`src/hdl/gsl_pkg.sv`:
```
// shared constants, register map and state types of the group selector
package gsl_pkg;

  localparam int unsigned GSL_NUM_GROUPS = 8;

  // register byte offsets
  localparam logic [11:0] GSL_OFS_CTRL = 12'h000;
  localparam logic [11:0] GSL_OFS_FORCE = 12'h004;
  localparam logic [11:0] GSL_OFS_REMOTE = 12'h008;
  localparam logic [11:0] GSL_OFS_STATUS = 12'h00c;

  // field positions
  localparam int unsigned GSL_CTRL_FEN_BIT = 0;
  localparam int unsigned GSL_CTRL_CNT_LSB = 4;
  localparam int unsigned GSL_ST_ACT_LSB = 0;
  localparam int unsigned GSL_ST_REQ_LSB = 8;
  localparam int unsigned GSL_ST_FLAG_LSB = 16;
  localparam int unsigned GSL_ST_FEN_BIT = 20;

  // sticky failure flag indices
  localparam int unsigned GSL_FL_NOCFG = 0;
  localparam int unsigned GSL_FL_LOWPRI = 1;
  localparam int unsigned GSL_FL_FORCE = 2;

  // encodings and reset values
  localparam logic [3:0] GSL_GROUP_NONE = 4'h0;
  localparam logic [3:0] GSL_GROUP_ONE = 4'h1;
  localparam logic [3:0] GSL_GROUP_EIGHT = 4'h8;
  localparam logic [3:0] GSL_CNT_RST = 4'h1;

  typedef enum logic {
    GSL_AUTO,
    GSL_FORCED
  } gsl_mode_t;

  typedef struct packed {
    gsl_mode_t mode;
    logic [7:0] req_prev;
    logic [3:0] active;
    logic [3:0] count;
    logic [3:0] forced_val;
    logic [3:0] remote_val;
    logic [2:0] sticky;
    logic [2:0] fail_pulse;
    logic [7:0] dflt_load;
    logic pready;
    logic pslverr;
    logic [31:0] prdata;
  } gsl_state_t;

  // one-hot group bit for an index 1..8, zero for none or out of range
  function automatic logic [7:0] gsl_onehot(input logic [3:0] v);
    logic [7:0] r;
    r = 8'h00;
    if (v >= GSL_GROUP_ONE && v <= GSL_GROUP_EIGHT) begin
      r = 8'h01 << (v - GSL_GROUP_ONE);
    end
    return r;
  endfunction

  // enabled groups for a used-group count, always from group one upward
  function automatic logic [7:0] gsl_count_mask(input logic [3:0] c);
    logic [7:0] r;
    r = 8'h00;
    for (int i = 0; i < 8; i++) begin
      r[i] = (c > 4'(i));
    end
    return r;
  endfunction

endpackage

```
`src/hdl/gsl_group_selector.sv`:
```
// setting group selector with apb register access
// How it works
// - up to eight groups; active group encoded as index one to eight
// - after reset only group one enabled and active; selector then idle
// - with several groups enabled, requests pick the active group
// - force mode ignores automatic requests until force-enable is cleared
// - each request input may pulse or hold a level, freely mixed
// - simultaneous requests: highest-priority requested group wins
// - group one highest priority, falling down to group eight
// - pulse-activated group stays active until another group is requested
// - forced change needs force-enable on and an enabled target
// - held level requests regain control when force-enable is released
// - active group status readable, one to eight, group one after reset
// - forced group is none or one to eight, default none, pulse style
// - leaving force with no request keeps the last forced group
// - force-enable resets off; force writes rejected while it is off
// - used-group count enables groups from one; new ones load defaults
// - remote request none or one to eight; blocked by held higher group
// - held group one level blocks every other request
// - held level on groups two to seven blocks all lower groups
// - held group eight level blocks nothing
// - request for a group beyond the count is refused, flag raised
// - request blocked by higher held group raises lower-priority flag
//
// Local design decisions: the APB slave port and the placing of the registers.
`timescale 1ns/1ns
module gsl_group_selector
  import gsl_pkg::*;
(
  input wire logic clk_sys,
  input wire logic nrst,
  input wire logic clk_en,
  input wire logic [7:0] group_req,
  input wire logic psel,
  input wire logic penable,
  input wire logic pwrite,
  input wire logic [11:0] paddr,
  input wire logic [31:0] pwdata,
  output logic [31:0] prdata,
  output logic pready,
  output logic pslverr,
  output logic [3:0] active_group_index,
  output logic force_enable,
  output logic fail_not_configured,
  output logic fail_lower_priority,
  output logic fail_force,
  output logic [7:0] default_load
);

  localparam gsl_state_t GSL_RST = '{
    mode: GSL_AUTO,
    req_prev: 8'h00,
    active: GSL_GROUP_ONE,
    count: GSL_CNT_RST,
    forced_val: GSL_GROUP_NONE,
    remote_val: GSL_GROUP_NONE,
    sticky: 3'h0,
    fail_pulse: 3'h0,
    dflt_load: 8'h00,
    pready: 1'b0,
    pslverr: 1'b0,
    prdata: 32'h0000_0000
  };

  gsl_state_t st_r;
  gsl_state_t st_nxt;

  logic [7:0] en_mask;
  logic [7:0] blk;

  assign en_mask = gsl_count_mask(st_r.count);

  // a level only blocks groups below it, so group eight blocks none
  for (genvar g = 0; g < GSL_NUM_GROUPS; g++) begin : g_blk
    localparam logic [7:0] HIGHER = 8'((1 << g) - 1);
    assign blk[g] = |(group_req & HIGHER);
  end

  always_comb begin
    logic acc;
    logic wr;
    logic mapped;
    logic wr_ctrl;
    logic wr_force;
    logic wr_remote;
    logic force_off;
    logic auto_on;
    logic [7:0] rise;
    logic [7:0] fall;
    logic [7:0] remote_oh;
    logic [7:0] force_oh;
    logic [7:0] auto_ev;
    logic [7:0] real_ev;
    logic [7:0] cand;
    logic [7:0] new_mask;
    logic [3:0] pick;
    logic [3:0] new_cnt;
    logic [2:0] set_fl;
    logic [2:0] clr_fl;
    logic [31:0] rd;
    acc = 1'b0;
    wr = 1'b0;
    mapped = 1'b0;
    wr_ctrl = 1'b0;
    wr_force = 1'b0;
    wr_remote = 1'b0;
    force_off = 1'b0;
    auto_on = 1'b0;
    rise = 8'h00;
    fall = 8'h00;
    remote_oh = 8'h00;
    force_oh = 8'h00;
    auto_ev = 8'h00;
    real_ev = 8'h00;
    cand = 8'h00;
    new_mask = 8'h00;
    pick = GSL_GROUP_NONE;
    new_cnt = 4'h0;
    set_fl = 3'h0;
    clr_fl = 3'h0;
    rd = 32'h0000_0000;

    st_nxt = st_r;
    st_nxt.fail_pulse = 3'h0;
    st_nxt.dflt_load = 8'h00;

    // apb decode; pready is only ever high in the access phase
    mapped = (paddr == GSL_OFS_CTRL) || (paddr == GSL_OFS_FORCE) ||
             (paddr == GSL_OFS_REMOTE) || (paddr == GSL_OFS_STATUS);
    acc = psel && penable && st_r.pready;
    wr = acc && pwrite && mapped;
    wr_ctrl = wr && (paddr == GSL_OFS_CTRL);
    wr_force = wr && (paddr == GSL_OFS_FORCE);
    wr_remote = wr && (paddr == GSL_OFS_REMOTE);

    case (paddr)
      GSL_OFS_CTRL: begin
        rd[GSL_CTRL_FEN_BIT] = (st_r.mode == GSL_FORCED);
        rd[GSL_CTRL_CNT_LSB +: 4] = st_r.count;
      end
      GSL_OFS_FORCE: begin
        rd[3:0] = st_r.forced_val;
      end
      GSL_OFS_REMOTE: begin
        rd[3:0] = st_r.remote_val;
      end
      GSL_OFS_STATUS: begin
        rd[GSL_ST_ACT_LSB +: 4] = st_r.active;
        rd[GSL_ST_REQ_LSB +: 8] = group_req;
        rd[GSL_ST_FLAG_LSB +: 3] = st_r.sticky;
        rd[GSL_ST_FEN_BIT] = (st_r.mode == GSL_FORCED);
      end
      default: begin
        rd = 32'h0000_0000;
      end
    endcase

    if (psel && !penable) begin
      st_nxt.pready = 1'b1;
      st_nxt.prdata = rd;
      st_nxt.pslverr = !mapped;
    end else if (acc) begin
      st_nxt.pready = 1'b0;
      st_nxt.pslverr = 1'b0;
    end

    // request events
    rise = group_req & ~st_r.req_prev;
    fall = ~group_req & st_r.req_prev;
    st_nxt.req_prev = group_req;
    force_off = wr_ctrl && (st_r.mode == GSL_FORCED) && !pwdata[GSL_CTRL_FEN_BIT];
    auto_on = (st_r.mode == GSL_AUTO) || force_off;
    if (wr_remote) begin
      st_nxt.remote_val = pwdata[3:0];
      remote_oh = gsl_onehot(pwdata[3:0]);
    end

    // held levels are re-judged when force ends or any request line drops
    real_ev = rise | remote_oh;
    auto_ev = real_ev | (group_req & {8{force_off || (|fall)}});

    if (auto_on) begin
      cand = auto_ev & en_mask & ~blk;
      for (int i = 7; i >= 0; i--) begin
        if (cand[i]) begin
          pick = 4'(i + 1);
        end
      end
      // no event leaves the current group in place
      if (pick != GSL_GROUP_NONE) begin
        st_nxt.active = pick;
      end
      set_fl[GSL_FL_NOCFG] = |(real_ev & ~en_mask);
      set_fl[GSL_FL_LOWPRI] = |(real_ev & en_mask & blk);
    end

    // forced selection acts once per write, never as a level
    if (wr_force) begin
      st_nxt.forced_val = pwdata[3:0];
      force_oh = gsl_onehot(pwdata[3:0]);
      if ((st_r.mode == GSL_FORCED) && (|(force_oh & en_mask))) begin
        st_nxt.active = pwdata[3:0];
      end else if (pwdata[3:0] != GSL_GROUP_NONE) begin
        set_fl[GSL_FL_FORCE] = 1'b1;
      end
    end

    if (wr_ctrl) begin
      st_nxt.mode = pwdata[GSL_CTRL_FEN_BIT] ? GSL_FORCED : GSL_AUTO;
      new_cnt = pwdata[GSL_CTRL_CNT_LSB +: 4];
      // out-of-range counts are ignored rather than clipped
      if (new_cnt >= GSL_GROUP_ONE && new_cnt <= GSL_GROUP_EIGHT) begin
        st_nxt.count = new_cnt;
        new_mask = gsl_count_mask(new_cnt);
        st_nxt.dflt_load = new_mask & ~en_mask;
        if (st_nxt.active > new_cnt) begin
          st_nxt.active = GSL_GROUP_ONE;
        end
      end
    end

    // status flags: write one to clear, a new event wins over the clear
    if (wr && (paddr == GSL_OFS_STATUS)) begin
      clr_fl = pwdata[GSL_ST_FLAG_LSB +: 3];
    end
    st_nxt.sticky = (st_r.sticky & ~clr_fl) | set_fl;
    st_nxt.fail_pulse = set_fl;
  end

  // clk_en low freezes everything, including an apb transfer in flight
  always_ff @(posedge clk_sys or negedge nrst) begin
    if (!nrst) begin
      st_r <= GSL_RST;
    end else if (clk_en) begin
      st_r <= st_nxt;
    end
  end

  assign prdata = st_r.prdata;
  assign pready = st_r.pready;
  assign pslverr = st_r.pslverr;
  assign active_group_index = st_r.active;
  assign force_enable = (st_r.mode == GSL_FORCED);
  assign fail_not_configured = st_r.fail_pulse[GSL_FL_NOCFG];
  assign fail_lower_priority = st_r.fail_pulse[GSL_FL_LOWPRI];
  assign fail_force = st_r.fail_pulse[GSL_FL_FORCE];
  assign default_load = st_r.dflt_load;

endmodule // gsl_group_selector

```
`config.mk`:
```
export PLATFORM = sky130hd
export DESIGN_NAME = gsl_group_selector
export DESIGN_NICKNAME = d
export VERILOG_FILES = /design/src/hdl/gsl_pkg.sv /design/src/hdl/gsl_group_selector.sv
export SDC_FILE = /design/constraint.sdc
export NUM_CORES = 1
export LEC_CHECK = 0
export BUFFER_PORTS_ARGS = -buffer_cell sky130_fd_sc_hd__buf_2
export CAP_MARGIN = 25
export CORE_MARGIN = 2
export CORE_UTILIZATION = 33
export CTS_BUF_LIST = sky130_fd_sc_hd__clkbuf_8
export CTS_CLUSTER_DIAMETER = 50
export DETAILED_ROUTE_END_ITERATION = 12
export SYNTH_ARGS = -nofsm -noshare
export SYNTH_HDL_FRONTEND = slang
export SYNTH_SLANG_ARGS = --single-unit
```
`constraint.sdc`:
```
create_clock -name clk_sys -period 9 [get_ports clk_sys]
set_clock_uncertainty 0.15 [all_clocks]
set_input_delay 0.45 -clock clk_sys [delete_from_list [all_inputs] [get_ports clk_sys]]
set_output_delay 0.45 -clock clk_sys [all_outputs]
set_load 0.02 [all_outputs]
```
# Yosys cells after proc, flatten, opt, wreduce, memory -nomap -nowiden
# Index checks and enable logic that the tools add are counted.
[totals] wordCells=134 regBits=61 in_bits=58 out_inout_bits=50
[classes] bitwise=20 add_sub_neg=1 n_reduce_logical=42 shifts=1 eq_ne=3 n_mux=34 order_cmp=21
[op_table] cell="$and A8 B8 Y8" count=10
[op_table] cell="$mux W4" count=15
[op_table] cell="$mux W8" count=7
[op_table] cell="$gt A4 B3 Y1 const B" count=8
[op_table] cell="$not A8 Y8" count=4
[op_table] cell="$reduce_or A8 Y1" count=4
[op_table] cell="$eq A12 B4 Y1 const B" count=2
[op_table] cell="$gt A4 B1 Y1 const B" count=4
[op_table] cell="$gt A4 B2 Y1 const B" count=4
[op_table] cell="$or A8 B8 Y8" count=2
[op_table] cell="$logic_and A1 B1 Y1" count=14
[op_table] cell="$eq A12 B3 Y1 const B" count=1
[op_table] cell="$logic_not A12 Y1" count=1
[op_table] cell="$mux W11" count=1
[op_table] cell="$reduce_and A2 Y1" count=5
[op_table] cell="$pmux W3 S3" count=1
[op_table] cell="$ge A4 B1 Y1 const B" count=2
[op_table] cell="$le A4 B4 Y1 const B" count=2
[op_table] cell="$reduce_bool A4 Y1" count=2
[op_table] cell="$shl A1 B4 Y8 const A" count=1
[op_table] cell="$reduce_or A7 Y1" count=1
[op_table] cell="$mux W2" count=3
[op_table] cell="$reduce_or A6 Y1" count=1
[op_table] cell="$logic_or A1 B1 Y1" count=5
[op_table] cell="other kinds (16)" count=22

# Logic depth before layout (Yosys ltp)
[depth] ltp_word=31 depth_mapped=18 ltp_nobuf=16

# Worst setup path after synthesis
# Ideal clock, no wire load.
[synth_timing] kind="input-to-reg" startpoint="in group_req[1]" endpoint="reg st_r, in the netlist active_group_index[3]" setup_slack_ns=5.146 n_path_buf=1 arrival_time_ns=3.634 path_stages=17 setup_ns=0.070 cell_sequence="buf_4 -> or4_4 -> nor4_2 -> nand2_1 -> o2bb2ai_1 -> nand4b_2 -> o41ai_2 -> a211oi_1 -> nor2_1 -> ha_1 -> nor2b_1 -> o21a_1 -> o21a_1 -> o21ai_1 -> o21ai_0 -> a2111o_1 -> nand3_1"
[synth_via] elab_chain_len=26 word_cells_on_any_way=35 classes_between="1 x order compare; 16 x mux; 9 x bitwise; 9 x reduce/logical"
[synth_rtl] element="start, declared" line="gsl_group_selector.sv:33" rtl="input wire logic [7:0] group_req,"
[synth_rtl] element="$not A8 Y8" line="gsl_group_selector.sv:169" rtl="fall = ~group_req & st_r.req_prev;"
[synth_rtl] element="$and A8 B8 Y8" line="gsl_group_selector.sv:169"
[synth_rtl] element="$reduce_or A8 Y1" line="gsl_group_selector.sv:180" rtl="auto_ev = real_ev | (group_req & {8{force_off || (|fall)}});"
[synth_rtl] element="$logic_or A1 B1 Y1" line="gsl_group_selector.sv:180"
[synth_rtl] element="$and A8 B8 Y8" line="gsl_group_selector.sv:180"
[synth_rtl] element="$or A8 B8 Y8" line="gsl_group_selector.sv:180"
[synth_rtl] element="$and A8 B8 Y8" line="gsl_group_selector.sv:183" rtl="cand = auto_ev & en_mask & ~blk;"
[synth_rtl] element="$and A8 B8 Y8 (*)" line="gsl_group_selector.sv:183"
[synth_rtl] element="[... 10 more ...]"
[synth_rtl] element="$mux W4 (*)" line="gsl_group_selector.sv:190" rtl="if (pick != GSL_GROUP_NONE) begin"
[synth_rtl] element="$mux W4 (*)" line="gsl_group_selector.sv:182" rtl="if (auto_on) begin"
[synth_rtl] element="$mux W4" line="gsl_group_selector.sv:201" rtl="if ((st_r.mode == GSL_FORCED) && (|(force_oh & en_mask))) begin"
[synth_rtl] element="$mux W4 (*)" line="gsl_group_selector.sv:198" rtl="if (wr_force) begin"
[synth_rtl] element="$gt A4 B4 Y1" line="gsl_group_selector.sv:216" rtl="if (st_nxt.active > new_cnt) begin"
[synth_rtl] element="$mux W4" line="gsl_group_selector.sv:216"
[synth_rtl] element="$mux W8" line="gsl_group_selector.sv:212" rtl="if (new_cnt >= GSL_GROUP_ONE && new_cnt <= GSL_GROUP_EIGHT) begin"
[synth_rtl] element="$mux W8 (*)" line="gsl_group_selector.sv:208" rtl="if (wr_ctrl) begin"
[synth_rtl] element="end signal, assigned" line="gsl_group_selector.sv:235" rtl="st_r <= st_nxt;"
[synth_rtl] element="end, declared" line="gsl_group_selector.sv:65" rtl="gsl_state_t st_r;"
# Every way passes the cells marked *; elsewhere a longest branch is shown, timed or not. The select of a mux whose other input is x is not followed.
# A chain may end at the register's enable or synchronous reset.

# Worst setup path in the final report
[layout_timing] startpoint="reg st_r[59] (netlist name)" endpoint="reg st_r, in the netlist active_group_index[3]"
[layout_via] elab_chain_len=21 word_cells_on_any_way=31 classes_between="9 x order compare; 16 x mux; 3 x bitwise; 3 x reduce/logical"
[layout_rtl] element="$gt A4 B3 Y1" line="gsl_pkg.sv:66" rtl="r[i] = (c > 4'(i));"
[layout_rtl] element="$and A8 B8 Y8 (2 in a row)" line="gsl_group_selector.sv:183"
[layout_rtl] element="$mux W4 (8 in a row)" line="gsl_group_selector.sv:185" rtl="if (cand[i]) begin"
[layout_rtl] element="$mux W4" line="gsl_group_selector.sv:182"
[layout_rtl] element="$reduce_bool A4 Y1" line="gsl_group_selector.sv:190"
[layout_rtl] element="$mux W4" line="gsl_group_selector.sv:190"
[layout_rtl] element="$mux W4" line="gsl_group_selector.sv:182"
[layout_rtl] element="$mux W4" line="gsl_group_selector.sv:201"
[layout_rtl] element="$mux W4 (*)" line="gsl_group_selector.sv:198"
[layout_rtl] element="$gt A4 B4 Y1" line="gsl_group_selector.sv:216"
[layout_rtl] element="$mux W4" line="gsl_group_selector.sv:216"
[layout_rtl] element="$mux W8" line="gsl_group_selector.sv:212"
[layout_rtl] element="$mux W8 (*)" line="gsl_group_selector.sv:208"
# Marks and branches as above.

==> results_dict.tcl <==
set metrics [dict create \
    vdd_ir_drop_max_mv 0.04904 \
    coreArea_um2 12160 \
    clock_buffer_count_from_cts 9 \
    synthesis.yosys.warnings 0 \
    global_route.usage.total_pct 17.43 \
    outcome "finished clean" \
    final_layout_size_suffix_gt1_share_pct 27.70 \
    timing.critical_path.arrival_ns 4.45 \
    timing.fmax_ghz 0.2289 \
    vias 3509 \
    cts.repair_timing.setup_buffer_count 0 \
    timing_worst_slew_pin_value_ns 0.9040 \
    clock_tree.root_cell "sky130_fd_sc_hd__clkbuf_8" \
    max_stage_delay_ns 0.81 \
    clock_sink_count 61 \
    synth_enable_flop_cells 0 \
    floorplan.die_area_um2 13490 \
    syn_avg_cell_area_um2 9.022 \
    final.period_utilization_pct 48.53 \
    timing.final.setup_violations 0 \
    detail-route-antenna-nets 0 \
    place.gp.congestion 0.8963 \
    syn_area_um2 4150 \
    route.detailed.drc 0 \
    antenna_fix_cells 0 \
    min_period_ns 4.368 \
    critPathMaxFanout 16 \
    timing_max_transition_violations_final 0 \
    post_cts.resized_instances 0 \
    max_slew_margin_pct 39.18 \
    top_signal_layer_used "met4" \
    dr.first_iter.drc_count 217 \
    cells_along_the_critical_path "nor2_1 -> or3_1 -> a31oi_1 -> a311oi_1 -> nor4_1 -> nand4b_1 -> o22ai_1 -> ha_1 -> nor2b_1 -> o21a_1 -> o21a_1 -> o21ai_1 -> o21ai_0 -> a2111o_1 -> nand3_1" \
    postLayoutCellArea_um2 4497 \
    post-place-ws_ns 4.549 \
    rows 40 \
    wl_met2_mm 5.390 \
    maximum_number_of_pins_on_one_net_before_global_route_repair 62 \
    number_of_standard_cells_after_synthesis 460 \
    boundaryPins 108 \
    dp.final_hpwl_mm 8.302 \
    synth_top_flop_cell "sky130_fd_sc_hd__dfrtp_1" \
    final_net_count 548 \
    required_time_of_the_critical_path_ns 9.09 \
    crit_path_end_kind "flop" \
    timing_hold_violations_final 0 \
    unrepaired_setup_endpoints_after_global_routing "false" \
    iteration_count_of_the_initial_detailed_routing_pass 5 \
    cts-htree-levels 3 \
    type_of_the_setup_path_with_the_least_slack "reg -> reg" \
    maximum_buffer_depth_of_the_clock_tree 2 \
    synth_async_sr_flop_share_pct 100.0 \
    number_of_vias_per_cell_after_detailed_routing 5.325 \
    y_dimension_of_the_die_um 116.1 \
    fin_setup_tns_ns 0 \
    critPathTopFamily "simple AND/OR/NAND/NOR gates" \
    layout_setup_ws_ns 4.632 \
    floorplan.initialDensity_pct 34.13 \
    placement.io_buffers 74 \
    met3WireLength_um 626 \
    met1Wirelength_mm 5.012 \
    fin_hold_ws_ns 0.09582 \
    cts_clk_pin_slew_worst_paths_ns 0.07 \
    min_path_type "in -> async" \
    tritoncts "done" \
    critical-path-slowest-cell "sky130_fd_sc_hd__nor4_1" \
    grt_overflow 0 \
    clock_latency_ns 0.36 \
    grt_pass1_wl_mm 18.01 \
    critPathLaunchType "flop" \
    synth_cell_types 78 \
    place_area_um2 4307 \
    grt_antenna_before_repair 0 \
    power_per_cell_area_nw_per_um2 138.5 \
    leakagePower_nw 2.056 \
    cts_hold_buffers 0 \
    top_cell_by_count_worst_path "sky130_fd_sc_hd__o21a_1" \
    critical_path_buf_inv_count 0 \
    first_global_vias 3423 \
    routedWlPerCell_um 17.19 \
    die_x_um 116.1 \
    timing.max_cap.violations 0 \
    area_growth_syn_to_layout_pct 8.351 \
    routed_wire_length_mm 11.33 \
    register_bit_count_reported_by_yosys 61 \
    seq_area_frac_synth_pct 36.84 \
]
## metal layers
metal	global-route usage (%)	up-vias
met3	3.269	21
met2	28.81	119
met5	0	-
li1	-	1661
met1	22.19	1708
met4	8.016	0
## power breakdown
part	total, mW	switching, mW	internal [mW]
Sequential	0.289	0.00670	0.282
Combinational	0.0939	0.0611	0.0329
Clock	0.240	0.114	0.126
Total	0.623	0.182	0.441
## state kept, by name, summed over array words and instances (netlist names)
register             flops
fail_lower_priority      1
default_load             8
active_group_index       4
fail_not_configured      1
fail_force               1
st_r                    23
prdata                  20
force_enable             1
pslverr                  1
pready                   1
## cells by family after synthesis
family | Yosys count | synth area share [%]
AND/OR/NAND/NOR | 155 | 20.56
AO/OA/AOI/OAI | 128 | 22.67
buffers and inverters | 92 | 13.42
flip-flops | 61 | 36.84
multiplexers | 17 | 4.793
adder cells (fa/ha/maj) | 4 | 1.206
XOR/XNOR | 2 | 0.4221
other | 1 | 0.09036
## layout make-up
class	count	area [um^2]
clock buffer	9	123.9
timing repair buffer	75	377.9
inverter	21	78.83
sequential	61	1529
multi-input combinational	318	2111
fill	1255	7665
clock inverter	7	66.31
tap	168	210.2
## worst paths after layout
check | cells past startpoint | to | start | slack [ns]
min | 2 | prdata[1]$_DFFE_PN0P_ | nrst | 0.1
min in group clk_sys | 4 | st_r[47]$_DFFE_PN0P_ | pwdata[18] | 0.21
min reg2reg | 2 | st_r[47]$_DFFE_PN0P_ | st_r[47]$_DFFE_PN0P_ | 0.32
max in group asynchronous | 2 | st_r[66]$_DFFE_PN0P_ | nrst | 8.07
max | 15 | active_group_index[3]$_DFFE_PN0P_ | st_r[59]$_DFFE_PN0P_ | 4.63
max reg2reg | 15 | active_group_index[3]$_DFFE_PN0P_ | st_r[59]$_DFFE_PN0P_ | 4.63
## placed cells by master, fill, tap and decap left out, drive strengths merged, types with 12 or more instances in the layout
master,synthesis,final
a21oi,17,17
a22o,14,14
buf,52,75
conb,1,12
dfrtp,59,59
inv,20,20
mux2,13,13
nand2,57,57
nor2,28,28
nor3,12,12
o21ai,34,34
## synth_stat cells (3+ instances only)
cell type,instances,area [um^2]
sky130_fd_sc_hd__nor3_1,11,55.05
sky130_fd_sc_hd__nand2_1,57,214.0
sky130_fd_sc_hd__o21ai_1,3,15.01
sky130_fd_sc_hd__nor2_1,27,101.4
sky130_fd_sc_hd__o21ai_0,31,155.2
sky130_fd_sc_hd__dfrtp_1,59,1476
sky130_fd_sc_hd__buf_4,46,345.3
sky130_fd_sc_hd__clkbuf_1,19,71.32
sky130_fd_sc_hd__and2b_2,3,26.28
sky130_fd_sc_hd__nor2b_1,9,56.30
sky130_fd_sc_hd__and3_1,3,18.77
sky130_fd_sc_hd__o211ai_1,3,22.52
sky130_fd_sc_hd__ha_1,4,50.05
sky130_fd_sc_hd__o32ai_1,5,43.79
sky130_fd_sc_hd__a22o_1,14,122.6
sky130_fd_sc_hd__nand2b_1,5,31.28
sky130_fd_sc_hd__mux2i_1,3,30.03
sky130_fd_sc_hd__buf_6,5,56.30
sky130_fd_sc_hd__o21a_1,4,30.03
sky130_fd_sc_hd__o2bb2ai_1,3,26.28
sky130_fd_sc_hd__a21o_1,5,37.54
sky130_fd_sc_hd__a31oi_1,7,43.79
sky130_fd_sc_hd__a211oi_1,3,22.52
sky130_fd_sc_hd__nand4_1,5,31.28
sky130_fd_sc_hd__inv_1,19,71.32
sky130_fd_sc_hd__mux2_2,13,146.4
sky130_fd_sc_hd__o31ai_1,3,22.52
sky130_fd_sc_hd__o22ai_1,3,18.77
sky130_fd_sc_hd__nand3_1,9,45.04
sky130_fd_sc_hd__a21oi_1,17,85.08
## worst reg2reg max path: cells and delay by family, from the launching register on
family,cells,cell delay [ns]
AOI/OAI and AO/OA,8,1.33
adders and majority gates,1,0.22
DFF,1,0.75
and+or+nand+nor,6,1.80
## metrics by stage
step	power [mW]	utilization, %	instances
global placement	0.3863	35.41	643
global route	0.6521	36.98	659
floorplan	0.3600	-	471
detailed placement	0.3882	35.41	643
CTS	0.6298	36.98	659
finish	0.6229	36.98	659
(Power assumes the default switching activity.)
